File: config.mk
export PLATFORM = sky130hd
export DESIGN_NAME = rtcc_counter
export DESIGN_NICKNAME = d
export VERILOG_FILES = /design/src/shared/rtcc_pkg.sv /design/src/logic/rtcc_counter.sv
export SDC_FILE = /design/constraint.sdc
export NUM_CORES = 1
export LEC_CHECK = 0
export BUFFER_PORTS_ARGS = -buffer_cell sky130_fd_sc_hd__clkbuf_2
export CELL_PAD_IN_SITES_DETAIL_PLACEMENT = 1
export CELL_PAD_IN_SITES_GLOBAL_PLACEMENT = 1
export CORE_ASPECT_RATIO = 0.6
export CORE_MARGIN = 2
export CORE_UTILIZATION = 31
export DETAILED_ROUTE_END_ITERATION = 10
export MAX_ROUTING_LAYER = met4
export PLACE_DENSITY = 0.55
export SLEW_MARGIN = 20
export SYNTH_ARGS = -nofsm -noshare
export SYNTH_HDL_FRONTEND = slang
export SYNTH_SLANG_ARGS = --single-unit
File: constraint.sdc
create_clock -name ref_clk_in -period 3.6 [get_ports ref_clk_in]
set_input_delay 0.36 -clock ref_clk_in [delete_from_list [all_inputs] [get_ports ref_clk_in]]
set_output_delay 0.36 -clock ref_clk_in [all_outputs]
set_load 0.02 [all_outputs]
File: src/shared/rtcc_pkg.sv
// rtcc_pkg: register map, field layout and carrier types of the real-time counter
package rtcc_pkg;
   // ----------------------------------------------------------------------
   // register bus shape
   // ----------------------------------------------------------------------
   localparam int ADDR_W = 8;
   localparam int DATA_W = 8;
   localparam int CNT_W  = 16;
   localparam int PRE_W  = 15;

   // ----------------------------------------------------------------------
   // register offsets (byte addresses)
   // ----------------------------------------------------------------------
   localparam logic [ADDR_W-1:0] ADDR_CTRL        = 8'h00;
   localparam logic [ADDR_W-1:0] ADDR_STATUS      = 8'h01;
   localparam logic [ADDR_W-1:0] ADDR_INT_EN      = 8'h02;
   localparam logic [ADDR_W-1:0] ADDR_INT_FLAGS   = 8'h03;
   localparam logic [ADDR_W-1:0] ADDR_TEMP        = 8'h04;
   localparam logic [ADDR_W-1:0] ADDR_DEBUG       = 8'h05;
   localparam logic [ADDR_W-1:0] ADDR_CLOCK_SEL   = 8'h07;
   localparam logic [ADDR_W-1:0] ADDR_COUNT_LO    = 8'h08;
   localparam logic [ADDR_W-1:0] ADDR_COUNT_HI    = 8'h09;
   localparam logic [ADDR_W-1:0] ADDR_PERIOD_LO   = 8'h0A;
   localparam logic [ADDR_W-1:0] ADDR_PERIOD_HI   = 8'h0B;
   localparam logic [ADDR_W-1:0] ADDR_COMPARE_LO  = 8'h0C;
   localparam logic [ADDR_W-1:0] ADDR_COMPARE_HI  = 8'h0D;
   localparam logic [ADDR_W-1:0] ADDR_TICK_CTRL   = 8'h10;
   localparam logic [ADDR_W-1:0] ADDR_TICK_STATUS = 8'h11;
   localparam logic [ADDR_W-1:0] ADDR_TICK_INT_EN = 8'h12;
   localparam logic [ADDR_W-1:0] ADDR_TICK_FLAGS  = 8'h13;
   localparam logic [ADDR_W-1:0] ADDR_TICK_DEBUG  = 8'h15;

   // ----------------------------------------------------------------------
   // field positions and reset values
   // ----------------------------------------------------------------------
   localparam int BIT_OVERFLOW     = 0;
   localparam int BIT_COMPARE      = 1;
   localparam int BIT_DEBUG_RUN    = 0;
   localparam int BIT_TICK_IRQ     = 0;
   localparam int BIT_CTRL_BUSY    = 0;
   localparam int BIT_COUNT_BUSY   = 1;
   localparam int BIT_PERIOD_BUSY  = 2;
   localparam int BIT_COMPARE_BUSY = 3;
   localparam logic [CNT_W-1:0]  PERIOD_RESET  = 16'hFFFF;
   localparam logic [CNT_W-1:0]  COUNT_RESET   = 16'h0000;
   localparam logic [CNT_W-1:0]  COMPARE_RESET = 16'h0000;
   localparam logic [DATA_W-1:0] BYTE_ZERO     = 8'h00;

   // ----------------------------------------------------------------------
   // clock sources and tick timer figures
   // ----------------------------------------------------------------------
   localparam int ULP_DIV_W     = 5;   // divide by 32
   localparam int EVENT_COUNT   = 8;
   localparam int EVENT_TOP_EXP = 13;  // event 0 every 2**13 = 8192 periods
   localparam int TICK_EXP_OFS  = 1;   // period code v gives 2**(v+1) periods
   localparam logic [3:0] TICK_CODE_MAX = 4'hE;

   typedef enum logic [1:0] {
      RTCC_SRC_ULP       = 2'b00,
      RTCC_SRC_ULP_DIV32 = 2'b01,
      RTCC_SRC_EXT       = 2'b10
   } rtcc_clk_src_e;

   // control byte: bit 7 standby run, bits 6:3 divider code, bit 0 enable
   typedef struct packed {
      logic       run_standby;
      logic [3:0] prescale_setting;
      logic [1:0] reserved;
      logic       counter_enable_bit;
   } rtcc_ctrl_s;

   // tick timer control byte: bits 6:3 interval code, bit 0 enable
   typedef struct packed {
      logic       reserved_hi;
      logic [3:0] interval;
      logic [1:0] reserved;
      logic       tick_timer_enable;
   } rtcc_tick_ctrl_s;

   typedef struct packed {
      logic [EVENT_COUNT-1:0] tick;
      logic                   compare;
      logic                   overflow;
   } rtcc_event_s;
endpackage : rtcc_pkg

File: src/logic/rtcc_counter.sv
// rtcc_counter: 16-bit real-time counter with prescaler and periodic tick timer
//
// Function
// - 16-bit counter advances on prescaled ticks, compared with period and compare.
// - compare flag and event raised on the count tick after count equals compare.
// - overflow flag and event on tick after count equals period; reload zero.
// - source select: external clock, internal 32 kHz oscillator, oscillator divided by 32.
// - programmable prescaler up to 15 bits between source and counter.
// - tick timer on same clock; irq 4..32768 periods, events 64..8192.
// - tick timer has its own enable, independent of counter enable.
// - debug halt stops counting unless debug-run bit is one.
// - writing one to enable bit starts counter, zero stops it.
// - overflow and compare each have irq path and event; irq gated by enable.
// - counter may keep running in sleep and wake the device.
// - condition sets flag; irq stays high while flag and enable set.
// - eight tick events; event 0 every 8192 periods, each next halves to 64.
// - writes crossing to slow clock set busy flags; software checks first.
//
// Design decisions made here: the placing of the registers and the plain strobed port.
`timescale 1ns/1ps
`default_nettype none

module rtcc_counter (
   input  wire logic                        ref_clk_in,
   input  wire logic                        reset_n_in,
   input  wire logic [rtcc_pkg::ADDR_W-1:0] addr_in,
   input  wire logic [rtcc_pkg::DATA_W-1:0] wr_data_in,
   input  wire logic                        wr_en_in,
   input  wire logic                        rd_en_in,
   output logic      [rtcc_pkg::DATA_W-1:0] rd_data_out,
   input  wire logic                        ext_clk_in,
   input  wire logic                        ulp_osc_clk_in,
   input  wire logic                        debug_halt_in,
   input  wire logic                        standby_in,
   output logic                             counter_irq_out,
   output logic                             tick_irq_out,
   output rtcc_pkg::rtcc_event_s            events_out
);
   import rtcc_pkg::*;

   // ----------------------------------------------------------------------
   // helpers
   // ----------------------------------------------------------------------
   // low-bit mask of 2**exp - 1, exp up to 15
   function automatic logic [PRE_W-1:0] low_mask(input logic [4:0] exp);
      logic [PRE_W:0] one_hot;
      one_hot  = (PRE_W+1)'(1) << exp;
      low_mask = PRE_W'(one_hot - (PRE_W+1)'(1));
   endfunction : low_mask

   function automatic logic all_ones(input logic [PRE_W-1:0] value,
                                     input logic [PRE_W-1:0] mask);
      all_ones = ((value & mask) == mask);
   endfunction : all_ones

   // ----------------------------------------------------------------------
   // state
   // ----------------------------------------------------------------------
   logic [2:0]            ext_sync_reg;
   logic [2:0]            ulp_sync_reg;
   logic [ULP_DIV_W-1:0]  ulp_div_reg;
   rtcc_ctrl_s            ctrl_reg, ctrl_stage_reg;
   rtcc_tick_ctrl_s       tick_ctrl_reg, tick_stage_reg;
   logic [CNT_W-1:0]      count_reg, count_stage_reg;
   logic [CNT_W-1:0]      period_reg, period_stage_reg;
   logic [CNT_W-1:0]      compare_reg, compare_stage_reg;
   logic [3:0]            busy_reg, busy_next;
   logic                  tick_busy_reg, tick_busy_next;
   logic [1:0]            int_en_reg, flags_reg, flags_next;
   logic                  tick_int_en_reg, tick_flag_reg, tick_flag_next;
   logic                  debug_run_reg, tick_debug_run_reg;
   logic [1:0]            clk_sel_reg;
   logic [DATA_W-1:0]     temp_reg;
   logic [PRE_W-1:0]      presc_reg, tick_cnt_reg;
   logic [DATA_W-1:0]     rd_data_reg, rd_data_next;
   logic                  counter_irq_reg, tick_irq_reg;
   rtcc_event_s           events_reg, events_next;

   // ----------------------------------------------------------------------
   // slow clock selection
   // ----------------------------------------------------------------------
   // edges are taken from the second and third stage only
   wire ext_edge  = ext_sync_reg[1] & ~ext_sync_reg[2];
   wire ulp_edge  = ulp_sync_reg[1] & ~ulp_sync_reg[2];
   wire div_edge  = ulp_edge & (&ulp_div_reg);
   wire rtcc_clk_src_e src_sel = rtcc_clk_src_e'(clk_sel_reg);
   wire slow_tick = (src_sel == RTCC_SRC_ULP)       ? ulp_edge :
                    (src_sel == RTCC_SRC_ULP_DIV32) ? div_edge :
                                                      ext_edge;

   // ----------------------------------------------------------------------
   // bus decode
   // ----------------------------------------------------------------------
   wire wr_ctrl      = wr_en_in & (addr_in == ADDR_CTRL);
   wire wr_int_en    = wr_en_in & (addr_in == ADDR_INT_EN);
   wire wr_flags     = wr_en_in & (addr_in == ADDR_INT_FLAGS);
   wire wr_temp      = wr_en_in & (addr_in == ADDR_TEMP);
   wire wr_debug     = wr_en_in & (addr_in == ADDR_DEBUG);
   wire wr_clk_sel   = wr_en_in & (addr_in == ADDR_CLOCK_SEL);
   wire wr_count_hi  = wr_en_in & (addr_in == ADDR_COUNT_HI);
   wire wr_period_hi = wr_en_in & (addr_in == ADDR_PERIOD_HI);
   wire wr_comp_hi   = wr_en_in & (addr_in == ADDR_COMPARE_HI);
   wire wr_tick_ctrl = wr_en_in & (addr_in == ADDR_TICK_CTRL);
   wire wr_tick_en   = wr_en_in & (addr_in == ADDR_TICK_INT_EN);
   wire wr_tick_flag = wr_en_in & (addr_in == ADDR_TICK_FLAGS);
   wire wr_tick_dbg  = wr_en_in & (addr_in == ADDR_TICK_DEBUG);
   wire wr_any_lo    = wr_en_in & ((addr_in == ADDR_COUNT_LO) |
                                   (addr_in == ADDR_PERIOD_LO) |
                                   (addr_in == ADDR_COMPARE_LO));
   wire rd_count_lo  = rd_en_in & (addr_in == ADDR_COUNT_LO);
   wire rd_period_lo = rd_en_in & (addr_in == ADDR_PERIOD_LO);
   wire rd_comp_lo   = rd_en_in & (addr_in == ADDR_COMPARE_LO);
   // 16-bit words go through the temp byte so both halves are coherent
   wire [CNT_W-1:0] wide_wr = {wr_data_in, temp_reg};
   wire [3:0] busy_set = {wr_comp_hi, wr_period_hi, wr_count_hi, wr_ctrl};

   // ----------------------------------------------------------------------
   // counter datapath
   // ----------------------------------------------------------------------
   wire counter_run = ctrl_reg.counter_enable_bit &
                      ~(debug_halt_in & ~debug_run_reg) &
                      ~(standby_in & ~ctrl_reg.run_standby);
   wire [PRE_W-1:0] presc_mask = low_mask({1'b0, ctrl_reg.prescale_setting});
   wire count_tick = counter_run & slow_tick & all_ones(presc_reg, presc_mask);
   wire count_load = slow_tick & busy_reg[BIT_COUNT_BUSY] & ~wr_count_hi;
   // a count reload from software takes precedence over the hit that tick
   wire at_period  = count_tick & ~count_load & (count_reg == period_reg);
   wire at_compare = count_tick & ~count_load & (count_reg == compare_reg);
   wire [1:0] hit  = {at_compare, at_period};
   wire [CNT_W-1:0] count_inc = count_reg + CNT_W'(1);

   // ----------------------------------------------------------------------
   // tick timer datapath
   // ----------------------------------------------------------------------
   wire tick_run  = tick_ctrl_reg.tick_timer_enable &
                    ~(debug_halt_in & ~tick_debug_run_reg);
   wire tick_step = tick_run & slow_tick;
   wire [4:0] tick_exp = 5'(tick_ctrl_reg.interval) + 5'(TICK_EXP_OFS);
   wire tick_code_ok = (tick_ctrl_reg.interval != 4'h0) &
                       (tick_ctrl_reg.interval <= TICK_CODE_MAX);
   wire tick_hit = tick_step & tick_code_ok &
                   all_ones(tick_cnt_reg, low_mask(tick_exp));
   logic [EVENT_COUNT-1:0] tick_evt;

   genvar gi;
   generate
      for (gi = 0; gi < EVENT_COUNT; gi++) begin : g_tick_evt
         localparam logic [4:0] EXP = 5'(EVENT_TOP_EXP - gi);
         assign tick_evt[gi] = tick_step & all_ones(tick_cnt_reg, low_mask(EXP));
      end
   endgenerate

   // ----------------------------------------------------------------------
   // flags, busy and event combination
   // ----------------------------------------------------------------------
   // a hit in the clearing cycle survives: set wins over clear
   assign flags_next     = (flags_reg & ~(wr_flags ? wr_data_in[1:0] : 2'b00)) | hit;
   assign tick_flag_next = (tick_flag_reg & ~(wr_tick_flag & wr_data_in[BIT_TICK_IRQ])) |
                           tick_hit;
   assign busy_next      = busy_set | (slow_tick ? 4'h0 : busy_reg);
   assign tick_busy_next = wr_tick_ctrl | (slow_tick ? 1'b0 : tick_busy_reg);
   assign events_next.overflow = at_period;
   assign events_next.compare  = at_compare;
   assign events_next.tick     = tick_evt;

   // ----------------------------------------------------------------------
   // read decode
   // ----------------------------------------------------------------------
   always_comb begin
      rd_data_next = BYTE_ZERO;
      if (!rd_en_in) begin
         rd_data_next = BYTE_ZERO;
      end else if (addr_in == ADDR_CTRL) begin
         rd_data_next = ctrl_stage_reg;
      end else if (addr_in == ADDR_STATUS) begin
         rd_data_next = {4'h0, busy_reg};
      end else if (addr_in == ADDR_INT_EN) begin
         rd_data_next = {6'h00, int_en_reg};
      end else if (addr_in == ADDR_INT_FLAGS) begin
         rd_data_next = {6'h00, flags_reg};
      end else if ((addr_in == ADDR_TEMP) || (addr_in == ADDR_COUNT_HI) ||
                   (addr_in == ADDR_PERIOD_HI) || (addr_in == ADDR_COMPARE_HI)) begin
         rd_data_next = temp_reg;
      end else if (addr_in == ADDR_DEBUG) begin
         rd_data_next = {7'h00, debug_run_reg};
      end else if (addr_in == ADDR_CLOCK_SEL) begin
         rd_data_next = {6'h00, clk_sel_reg};
      end else if (addr_in == ADDR_COUNT_LO) begin
         rd_data_next = count_reg[DATA_W-1:0];
      end else if (addr_in == ADDR_PERIOD_LO) begin
         rd_data_next = period_stage_reg[DATA_W-1:0];
      end else if (addr_in == ADDR_COMPARE_LO) begin
         rd_data_next = compare_stage_reg[DATA_W-1:0];
      end else if (addr_in == ADDR_TICK_CTRL) begin
         rd_data_next = tick_stage_reg;
      end else if (addr_in == ADDR_TICK_STATUS) begin
         rd_data_next = {7'h00, tick_busy_reg};
      end else if (addr_in == ADDR_TICK_INT_EN) begin
         rd_data_next = {7'h00, tick_int_en_reg};
      end else if (addr_in == ADDR_TICK_FLAGS) begin
         rd_data_next = {7'h00, tick_flag_reg};
      end else if (addr_in == ADDR_TICK_DEBUG) begin
         rd_data_next = {7'h00, tick_debug_run_reg};
      end else begin
         rd_data_next = BYTE_ZERO;
      end
   end

   // ----------------------------------------------------------------------
   // pin synchronisers and source divider
   // ----------------------------------------------------------------------
   always_ff @(posedge ref_clk_in) begin
      if (!reset_n_in) begin
         ext_sync_reg <= 3'h0;
         ulp_sync_reg <= 3'h0;
         ulp_div_reg  <= '0;
      end else begin
         ext_sync_reg <= {ext_sync_reg[1:0], ext_clk_in};
         ulp_sync_reg <= {ulp_sync_reg[1:0], ulp_osc_clk_in};
         ulp_div_reg  <= ulp_edge ? ulp_div_reg + ULP_DIV_W'(1) : ulp_div_reg;
      end
   end

   // ----------------------------------------------------------------------
   // software-written registers
   // ----------------------------------------------------------------------
   always_ff @(posedge ref_clk_in) begin
      if (!reset_n_in) begin
         ctrl_stage_reg     <= '0;
         tick_stage_reg     <= '0;
         count_stage_reg    <= COUNT_RESET;
         period_stage_reg   <= PERIOD_RESET;
         compare_stage_reg  <= COMPARE_RESET;
         int_en_reg         <= 2'b00;
         tick_int_en_reg    <= 1'b0;
         debug_run_reg      <= 1'b0;
         tick_debug_run_reg <= 1'b0;
         clk_sel_reg        <= 2'b00;
      end else begin
         if (wr_ctrl)      ctrl_stage_reg     <= wr_data_in;
         if (wr_tick_ctrl) tick_stage_reg     <= wr_data_in;
         if (wr_count_hi)  count_stage_reg    <= wide_wr;
         if (wr_period_hi) period_stage_reg   <= wide_wr;
         if (wr_comp_hi)   compare_stage_reg  <= wide_wr;
         if (wr_int_en)    int_en_reg         <= wr_data_in[1:0];
         if (wr_tick_en)   tick_int_en_reg    <= wr_data_in[BIT_TICK_IRQ];
         if (wr_debug)     debug_run_reg      <= wr_data_in[BIT_DEBUG_RUN];
         if (wr_tick_dbg)  tick_debug_run_reg <= wr_data_in[BIT_DEBUG_RUN];
         if (wr_clk_sel)   clk_sel_reg        <= wr_data_in[1:0];
      end
   end

   // temp byte: low-byte writes park here, low-byte reads park the high half
   always_ff @(posedge ref_clk_in) begin
      if (!reset_n_in) begin
         temp_reg <= BYTE_ZERO;
      end else if (wr_any_lo || wr_temp) begin
         temp_reg <= wr_data_in;
      end else if (rd_count_lo) begin
         temp_reg <= count_reg[CNT_W-1:DATA_W];
      end else if (rd_period_lo) begin
         temp_reg <= period_stage_reg[CNT_W-1:DATA_W];
      end else if (rd_comp_lo) begin
         temp_reg <= compare_stage_reg[CNT_W-1:DATA_W];
      end
   end

   // ----------------------------------------------------------------------
   // slow-domain registers: staged values land on the next slow clock edge
   // ----------------------------------------------------------------------
   always_ff @(posedge ref_clk_in) begin
      if (!reset_n_in) begin
         busy_reg      <= 4'h0;
         tick_busy_reg <= 1'b0;
         ctrl_reg      <= '0;
         tick_ctrl_reg <= '0;
         period_reg    <= PERIOD_RESET;
         compare_reg   <= COMPARE_RESET;
      end else begin
         busy_reg      <= busy_next;
         tick_busy_reg <= tick_busy_next;
         // a write in the very tick cycle keeps busy and lands on the next edge
         if (slow_tick && busy_reg[BIT_CTRL_BUSY] && !wr_ctrl)
            ctrl_reg <= ctrl_stage_reg;
         if (slow_tick && tick_busy_reg && !wr_tick_ctrl)
            tick_ctrl_reg <= tick_stage_reg;
         if (slow_tick && busy_reg[BIT_PERIOD_BUSY] && !wr_period_hi)
            period_reg <= period_stage_reg;
         if (slow_tick && busy_reg[BIT_COMPARE_BUSY] && !wr_comp_hi)
            compare_reg <= compare_stage_reg;
      end
   end

   // ----------------------------------------------------------------------
   // counter, prescaler and tick timer
   // ----------------------------------------------------------------------
   always_ff @(posedge ref_clk_in) begin
      if (!reset_n_in) begin
         count_reg    <= COUNT_RESET;
         presc_reg    <= '0;
         tick_cnt_reg <= '0;
      end else begin
         if (count_load)
            count_reg <= count_stage_reg;
         else if (at_period)
            count_reg <= COUNT_RESET;
         else if (count_tick)
            count_reg <= count_inc;
         if (!ctrl_reg.counter_enable_bit)
            presc_reg <= '0;
         else if (counter_run && slow_tick)
            presc_reg <= presc_reg + PRE_W'(1);
         if (!tick_ctrl_reg.tick_timer_enable)
            tick_cnt_reg <= '0;
         else if (tick_step)
            tick_cnt_reg <= tick_cnt_reg + PRE_W'(1);
      end
   end

   // ----------------------------------------------------------------------
   // flags, requests, events and read data
   // ----------------------------------------------------------------------
   always_ff @(posedge ref_clk_in) begin
      if (!reset_n_in) begin
         flags_reg       <= 2'b00;
         tick_flag_reg   <= 1'b0;
         counter_irq_reg <= 1'b0;
         tick_irq_reg    <= 1'b0;
         events_reg      <= '0;
         rd_data_reg     <= BYTE_ZERO;
      end else begin
         flags_reg       <= flags_next;
         tick_flag_reg   <= tick_flag_next;
         counter_irq_reg <= |(flags_next & int_en_reg);
         tick_irq_reg    <= tick_flag_next & tick_int_en_reg;
         events_reg      <= events_next;
         rd_data_reg     <= rd_data_next;
      end
   end

   assign rd_data_out     = rd_data_reg;
   assign counter_irq_out = counter_irq_reg;
   assign tick_irq_out    = tick_irq_reg;
   assign events_out      = events_reg;
endmodule : rtcc_counter

`default_nettype wire

# Word-level counts from Yosys, hierarchy flattened
# Cells that the tools add are included.
# word_totals
reg_bits	207
out_inout_bits	20
elab_cells	204
inputBits	24
# classes
n_bitwise	70
n_eq_ne	30
shift	2
n_reduce_logical	27
mux	27
add_sub_neg	7
magnitude_cmp	1
# op_table
op	n
$mux W8	15
$and A1 B1 Y1	48
$eq A8 B4 Y1 const B	6
$mux W16	3
$eq A8 B5 Y1 const B	5
$eq A16 B16 Y1	2
$add A15 B1 Y15 const B	2
$and A15 B15 Y15	2
$eq A15 B15 Y1	2
$sub A15 B1 Y15 const B	2
$eq A8 B3 Y1 const B	3
$add A16 B1 Y16 const B	1
$eq A8 B2 Y1 const B	2
$shl A1 B4 Y15 const A	1
$shl A1 B5 Y15 const A	1
$eq A13 B13 Y1 const B	1
$eq A12 B12 Y1 const B	1
$eq A11 B11 Y1 const B	1
$not A1 Y1	11
$eq A10 B10 Y1 const B	1
$eq A9 B9 Y1 const B	1
$logic_and A1 B1 Y1	9
$eq A8 B1 Y1 const B	1
$eq A8 B8 Y1 const B	1
other kinds (23)	42

# Longest topological paths before layout
# Gate-level depths: netlist of the first run.
# logic_depth
depth_word	16
depth_mapped	12
mapped_depth_nobuf	11

# Worst setup path before layout of the first run
# OpenSTA, ideal clock, no wires.
# synth_timing
kind	flip-flop to flip-flop
from	register tick_ctrl_reg[5] in the netlist's numbering
to	register tick_irq_reg (netlist: tick_irq_out)
period_less_slack_ns	3.022
setup_ns	0.087
path_buffers	1
arrival_ns	2.935
stages_incl_launch_ff	13
slack_ns	0.578
cell_sequence	dfxtp_1 > clkbuf_1 > inv_1 > ha_1 > nand2b_1 > or3_1 > ha_1 > nand2b_1 > a2bb2oi_1 > or4_1 > nor4_1 > nand4_1 > o31ai_1
# synth_between
elab_chain_len	8
elab_cells_between_ends	12
# synth_rtl
element	line	source
from (decl)	rtcc_counter.sv:63	rtcc_tick_ctrl_s tick_ctrl_reg, tick_stage_reg;
from (signal assigned)	rtcc_counter.sv:286	tick_ctrl_reg <= tick_stage_reg;
$add A4 B1 Y5	rtcc_counter.sv:138	wire [4:0] tick_exp = 5'(tick_ctrl_reg.interval) + 5'(TICK_EXP_OFS);
$shl A1 B5 Y15	rtcc_counter.sv:47	one_hot = (PRE_W+1)'(1) << exp;
$sub A15 B1 Y15	rtcc_counter.sv:48	low_mask = PRE_W'(one_hot - (PRE_W+1)'(1));
$and A15 B15 Y15	rtcc_counter.sv:53	all_ones = ((value & mask) == mask);
$eq A15 B15 Y1	rtcc_counter.sv:53	
$and A1 B1 Y1 *	rtcc_counter.sv:141	wire tick_hit = tick_step & tick_code_ok &
$or A1 B1 Y1 *	rtcc_counter.sv:158	assign tick_flag_next = (tick_flag_reg & ~(wr_tick_flag & wr_data_in[BIT_TICK_IRQ])) |
$and A1 B1 Y1 *	rtcc_counter.sv:335	tick_irq_reg <= tick_flag_next & tick_int_en_reg;
to (signal assigned)	rtcc_counter.sv:335	
to (decl)	rtcc_counter.sv:76	logic counter_irq_reg, tick_irq_reg;
# Mark *: on every way between the ends. The rest lies on a longest branch, timed or not.
# A chain may end at the register's enable or synchronous reset.

# Final worst setup path of the first run
# layout_timing
from	register tick_ctrl_reg[4] in the netlist's numbering
to	register tick_irq_reg (netlist: tick_irq_out)
# Same word-level chain as after synthesis.

==> results of run 1 <==
-- layout by cell type, fill, tap and decap left out, types with 5 or more instances in the layout --
master       n
o211ai_1    11
or3_1        8
a311o_1      6
or4_1        8
nor2b_1     14
or2_2        5
and3_1      19
nand2b_1    17
clkbuf_8     6
nor3_2       5
and2_1      17
xor2_1      42
o31ai_1     10
o21ai_0     29
nand3b_1     7
dfxtp_1    207
nand2_1    260
a21oi_1    117
o22ai_1      5
clkbuf_2    43
a222oi_1    10
ha_1        10
buf_4       50
nand3_1     95
a31oi_1     12
mux2i_1     23
clkbuf_16   23
nor3_1      28
nand4_1     21
inv_1       24
nor4_1      22
a211oi_1     6
nor2_1      85
xnor2_1     20
o221ai_1     5
-- what timing repair did --
action	4_1_cts	5_1_grt
setup endpoints to repair	0	14
hold buffers	0	0
gates resized for setup	0	2
hold endpoints to repair	0	0
-- per-stage QoR --
stage,worst slack [ps],hold slack [ps]
5_1_grt,191,30.8
4_1_cts,46.5,17.7
3_5_place_dp,76.0,422
2_1_floorplan,578,412
6_report,424,35.0
3_3_place_gp,259,427
-- power by group --
| group | switching, W | internal, W | leakage [nW] |
|---|---|---|---|
| clock | 0.00105 | 0.00150 | 0.387 |
| combinational | 0.000193 | 0.0000720 | 2.30 |
| sequential | 0.0000256 | 0.00230 | 1.67 |
-- worst paths after layout --
| check | cells past startpoint | end | from |
|---|---|---|---|
| setup / recovery | 11 | tick_irq_out$_SDFF_PN0_ | tick_ctrl_reg[4]$_SDFFE_PN0P_ |
| hold / removal | 2 | ulp_sync_reg[0]$_SDFF_PN0_ | ulp_osc_clk_in |
| setup reg to reg | 11 | tick_irq_out$_SDFF_PN0_ | tick_ctrl_reg[4]$_SDFFE_PN0P_ |
| hold reg to reg | 1 | ulp_sync_reg[1]$_SDFF_PN0_ | ulp_sync_reg[0]$_SDFF_PN0_ |
-- Yosys cell counts, types with 3 or more instances --
cell / n
nand3_1: 95
nand2b_1: 17
a211oi_1: 6
o22ai_1: 5
o21ai_0: 29
o2111ai_1: 3
or4_1: 8
nand4_1: 21
dfxtp_1: 207
nand3b_1: 7
nand4b_1: 4
o221ai_1: 5
xnor2_1: 20
o31ai_1: 10
mux2i_1: 23
clkbuf_1: 92
a31oi_1: 12
a222oi_1: 10
o31a_1: 3
nor4b_1: 4
and2_1: 17
xor2_1: 42
nor4_1: 22
o21a_1: 3
ha_1: 10
and3_1: 19
or3_1: 8
nor3_1: 31
buf_2: 3
and4_1: 4
or2_2: 5
a21oi_1: 117
a221oi_1: 3
inv_1: 25
a2bb2oi_1: 3
nor2_1: 85
a21o_1: 4
a311o_1: 6
nand2_1: 261
nor3_2: 3
nor2b_1: 14
o211ai_1: 11
-- cells by family (layout without fill, tap and decap cells) --
family,after synthesis,after routing,share of synthesized area [%]
AOI/OAI and AO/OA,258,258,16.3
other,0,1,0
muxes,25,25,2.47
adders and majority gates,10,10,1.22
buffers and inverters,123,157,4.62
DFF,207,207,40.4
xor gates and xnor gates,62,62,5.30
and+or+nand+nor,635,635,29.7
-- cell type report --
class / count / area (um^2) / share of cell area [%]
flip-flops and latches: 207 / 4140 / 35.1
inverters: 25 / 95.1 / 0.805
well taps: 424 / 531 / 4.49
clock buffers: 30 / 662 / 5.61
multi-input cells: 990 / 5650 / 47.9
diodes: 1 / 2.50 / 0.0212
repair buffers: 93 / 591 / 5.00
clock inverters: 9 / 129 / 1.09
-- metal layers --
layer | wire, um | GRT usage [%] | part of all wire, %
met3 | 4390 | 7.17 | 10
met1 | 22700 | 40.4 | 53
met4 | 674 | 4.31 | 1.6
met5 | 0 | - | 0
met2 | 15100 | 31.5 | 35
-- worst max-delay path: cells and delay by family, from the launching register on --
family	cells	cell delay, ps
AND/OR/NAND/NOR	7	1840
adder cells (fa/ha/maj)	2	590
AO/OA/AOI/OAI	2	330
flip-flops	1	310
==> run_results.csv, run 1 <==
group,metric,value,unit
route,via_per_inst,5.68,
grt,antenna_found_initial,1,
logic_synthesis,syn_area_per_cell,7.76,um^2
placement,hpwlAfterDp,31200,um
cts,clock_latency,540,ps
timing,period_share,88.2,%
layout,instances_no_fill,1779,
logic_synthesis,synth_seq_cells,207,
timing,finalSetupViolations,0,
timing,timing.setup.tns,0,ps
layout,final_core_util,36.3,%
floorplanning,core-area,32500,um^2
critical_path,path_class,"flop to flop",
cts,cts-htree-levels,1,
placement,gp_congestion,0.930,
logic_synthesis,yosysWarnings,0,
critical_path,end_kind,"flop",
logic_synthesis,synth_nets,1354,
cts,cts.sinks,207,
flow_run,cap_violations,0,
critical_path,slowest_delay,560,ps
grt,grt_pass1_wl,64300,um
logic_synthesis,synthFlopType,"dfxtp_1",
logic_synthesis,synth_edf_count,0,
critical_path,cp_max_fo,8,
route,routedWlPerCell,24.1,um
cts,postCtsSetupBuffers,0,
layout,fillers,3893,
timing,drv_slew,0,
timing,rsz0062_at_grt,"false",
cts,clockBufferDepth,3,
timing,hold_viol,0,
min_path,hold_path_class,"primary input to flop",
route,vias,10100,
cts,root_buffer,"clkbuf_16",
logic_synthesis,synth.distinct_cells,73,
logic_synthesis,asyncSetResetFlopFracSynth,0,%
route,dr.pass1.iters,6,
critical_path,reg2reg_slack,420,ps
floorplanning,io_pins,44,
cts,cts_buffers,23,
critical_path,arrival,3610,ps
logic_synthesis,netlist_area,10200,um^2
floorplanning,die_area,34600,um^2
grt,grt_overflow_total,0,
timing,max_slew_margin,30.3,%
critical_path,cp_slowest_cell,"or4_1",
logic_synthesis,netlist_instances,1320,
critical_path,crit_path_cell_trace,"and2_1, ha_1, nand2b_1, or3_1, ha_1, nand2b_1, a2bb2oi_1, or4_1, nor4_1, nand4_1, o31ai_1",
placement,place_area,11000,um^2
cts,cts_tree,"built",
route,drt_iter0_drc,951,
power_and_ir_drop,power_leakage,4.36,nW
placement,port_buffers,43,
critical_path,startpoint_type,"flop",
logic_synthesis,synth-seq-area-share,40.4,%
layout,drive_above_1_share,11.8,%
timing,max_freq,0.315,GHz
grt,grtUsageTotal,25.8,%
route,antenna_left,0,
logic_synthesis,synth.top_cell.area_share,40.4,%
power_and_ir_drop,total_power,0.00515,W
floorplanning,die_w,239,um
layout,synthToLayoutAreaGrowth,15.2,%
logic_synthesis,synth_area_leaders,"dfxtp_1 40%, nand2_1 9.6%, a21oi_1 5.7%, nand3_1 4.6%, xor2_1 3.6%",
cts,cts.clk_slew.worst_paths,60,ps
critical_path,crit_required,4030,ps
timing,fin_skew,13.7,ps
power_and_ir_drop,power.density,436,nW/um^2
timing,max_slew.worst_pin.slew,1040,ps
layout,fin_nets,1374,
grt,grt_start_max_net_pins,71,
status,outcome,"finished clean",
logic_synthesis,synth_area_leader_cell,"dfxtp_1",
power_and_ir_drop,vdd_drop_max,0.284,mV
placement,dp_cells,1739,
route,wirelength,42800,um
layout,final_cell_area,11800,um^2
route,drc_errors,0,
floorplanning,fp-row-count,51,
grt,grt_pass1_vias,9711,
floorplanning,initial_utilization,31.5,%
timing,min_period,3180,ps
floorplanning,die_h,145,um
Note: power is estimated with default switching activity, not from simulation.
==> inputs of run 2 (changes only) <==
Settings changed: PLACE_DENSITY 0.55 to 0.57.
Clock period 3.6 ns to 2.6 ns, I/O delays scaled along.
==> run 2 against run 1 <==
Net effect:
- the flow now finishes with violations (negative setup slack)
- global-route usage shrank 0.31 points
- combinational power increased by 50%
- wire length shrank 0.64%
- final cell count grew 2.6%
- core utilization up 1.5 points
- critical path type unchanged
- largest power group is now registers
- highest routed layer unchanged
==> run_results.csv, run 2 (synthesized netlist as in run 1, its figures left out) <==
group,metric,value,unit
placement,hpwlAfterDp,31400,um
layout,antenna_cells,0,
floorplanning,die_area,34600,um^2
timing,min_period,2660,ps
cts,cts_buffers,22,
timing,layout_setup_ws,-62.2,ps
layout,final_cell_mix,"260 x nand2_1, 205 x dfxtp_1, 117 x a21oi_1, 97 x buf_4, 94 x nand3_1",
timing,hold_slack,76.0,ps
grt,antenna_found_initial,0,
timing,max_slew_margin,52.9,%
placement,dp_cells,1786,
critical_path,crit_required,3040,ps
critical_path,end_kind,"flop",
grt,grt_start_max_net_pins,102,
grt,grt_pass1_wl,63900,um
critical_path,crit_path_cell_trace,"and2_4, ha_4, nand2b_4, or3_4, ha_4, nand2b_4, a2bb2oi_2, or4_4, nor4_4, nand4_1, o31ai_1",
power_and_ir_drop,power.density,557,nW/um^2
critical_path,crit_family,"simple AND/OR/NAND/NOR gates",
min_path,hold_depth,2,
layout,drive_above_1_share,16.4,%
route,routedWlPerCell,23.3,um
layout,layout_commonest_cell,"nand2_1",
grt,grt_pass1_vias,9833,
critical_path,startpoint,"tick_ctrl_reg[4]$_SDFFE_PN0P_",
min_path,hold_end,"period_stage_reg[4]$_SDFFE_PN1P_",
route,antenna_left,0,
route,drc_errors,0,
floorplanning,io_pins,44,
timing,hold_viol,0,
placement,gp_congestion,0.911,
layout,instances_no_fill,1826,
route,via_per_inst,5.61,
timing,finalSetupViolations,2,
cts,cts.clk_slew.worst_paths,60,ps
floorplanning,die_h,145,um
cts,cts_tree,"built",
power_and_ir_drop,total_power,0.00684,W
critical_path,reg2reg_slack,-60,ps
route,wirelength,42600,um
timing,fin_skew,7.53,ps
status,violations,"negative setup slack",
layout,fillers,3872,
route,dr.pass1.iters,5,
layout,final_core_util,37.8,%
timing,max_slew.worst_pin.slew,705,ps
critical_path,path_class,"flop to flop",
critical_path,arrival,3110,ps
grt,grtUsageTotal,25.5,%
cts,cts.sinks,207,
floorplanning,core-area,32500,um^2
cts,cts-htree-levels,1,
route,drt_iter0_drc,1071,
min_path,min-delay-start,"reset_n_in",
cts,clock_latency,540,ps
critical_path,worstReg2RegEnd,"tick_irq_out$_SDFF_PN0_",
timing,drv_slew,0,
cts,root_buffer,"clkbuf_16",
min_path,hold_path_class,"primary input to flop",
timing,max_freq,0.376,GHz
timing,rsz0062_at_grt,"true",
power_and_ir_drop,power_leakage,4.59,nW
critical_path,r2r_cells,11,
critical_path,critPathBufInv,0,
floorplanning,die_w,239,um
critical_path,cp_max_fo,4,
route,vias,10200,
power_and_ir_drop,vdd_drop_max,0.434,mV
critical_path,slowest_delay,530,ps
layout,synthToLayoutAreaGrowth,19.9,%
floorplanning,initial_utilization,31.5,%
layout,fin_nets,1425,
critical_path,r2r-start,"tick_ctrl_reg[4]$_SDFFE_PN0P_",
floorplanning,fp-row-count,51,
critical_path,startpoint_type,"flop",
cts,clockBufferDepth,3,
timing,period_share,102,%
flow_run,cap_violations,0,
grt,grt_overflow_total,0,
status,outcome,"complete, but fails checks",
placement,port_buffers,43,
critical_path,cp_slowest_cell,"or4_4",
==> run 2: cell types whose count changed in the layout (fill, tap and decap cells not counted), moves of 3 or more <==
| cell | change |
|---|---|
| nor3_1 | -3 |
| nor3_2 | +3 |
| ha_1 | -3 |
| nor4_1 | -3 |
| buf_4 | +47 |
==> run 2: worst max-delay path by stage <==
stage                                            to  slack, ps  cells after the start
final                       tick_irq_out$_SDFF_PN0_        -60                     11
after global routing        tick_irq_out$_SDFF_PN0_       -150                     11
after CTS                  tick_flag_reg$_SDFF_PN0_         -5                     11
after detailed placement  count_reg[9]$_SDFFE_PN0P_        -60                      9
after global placement    count_reg[6]$_SDFFE_PN0P_          5                      9
after floorplan            tick_flag_reg$_SDFF_PN0_          4                     12
==> run 2: timing repair <==
action                                  in CTS  in global routing
gates resized for setup                      3                 18
buffers inserted                             0                  3
endpoints found under the hold margin        2                  0
endpoints found under the setup margin      22                 32
pin swaps                                    1                  4
hold buffers                                 2                  0
==> run 2: final cells by class <==
| type | count | area, um^2 | area share (%) |
|---|---|---|---|
| inverters | 25 | 95.1 | 0.774 |
| repair buffers | 145 | 1010 | 8.26 |
| clock inverters | 5 | 63.8 | 0.519 |
| multi-input cells | 990 | 5790 | 47.2 |
| flip-flops and latches | 207 | 4150 | 33.8 |
| well taps | 424 | 531 | 4.32 |
| clock buffers | 30 | 641 | 5.21 |
==> run 2: layer usage <==
| metal | track usage [%] | part of all wire [%] | vias up |
|---|---|---|---|
| met1 | 40.7 | 54 | 5085 |
| met2 | 30.8 | 36 | 343 |
| met5 | - | 0 | - |
| met4 | 4.05 | 1.3 | 0 |
| met3 | 6.34 | 9.1 | 38 |
| li1 | - | - | 4780 |
==> run 2: metrics by stage <==
| stage | instance area [um^2] | TNS (ps) | worst slack [ps] |
|---|---|---|---|
| 4_1_cts | 12200 | -5.47 | -5.47 |
| 6_report | 12300 | -94.2 | -62.2 |
| 3_5_place_dp | 11400 | -158 | -59.0 |
| 5_1_grt | 12300 | -388 | -151 |
| 3_3_place_gp | 11400 | 0 | 4.64 |
| 2_1_floorplan | 10300 | 0 | 4.49 |
==> run 2: power breakdown <==
part	internal, W	switching [W]	total, W	leakage (nW)
clock network	0.00181	0.00140	0.00321	0.346
logic	0.000124	0.000274	0.000398	2.58
registers	0.00319	0.0000391	0.00323	1.67
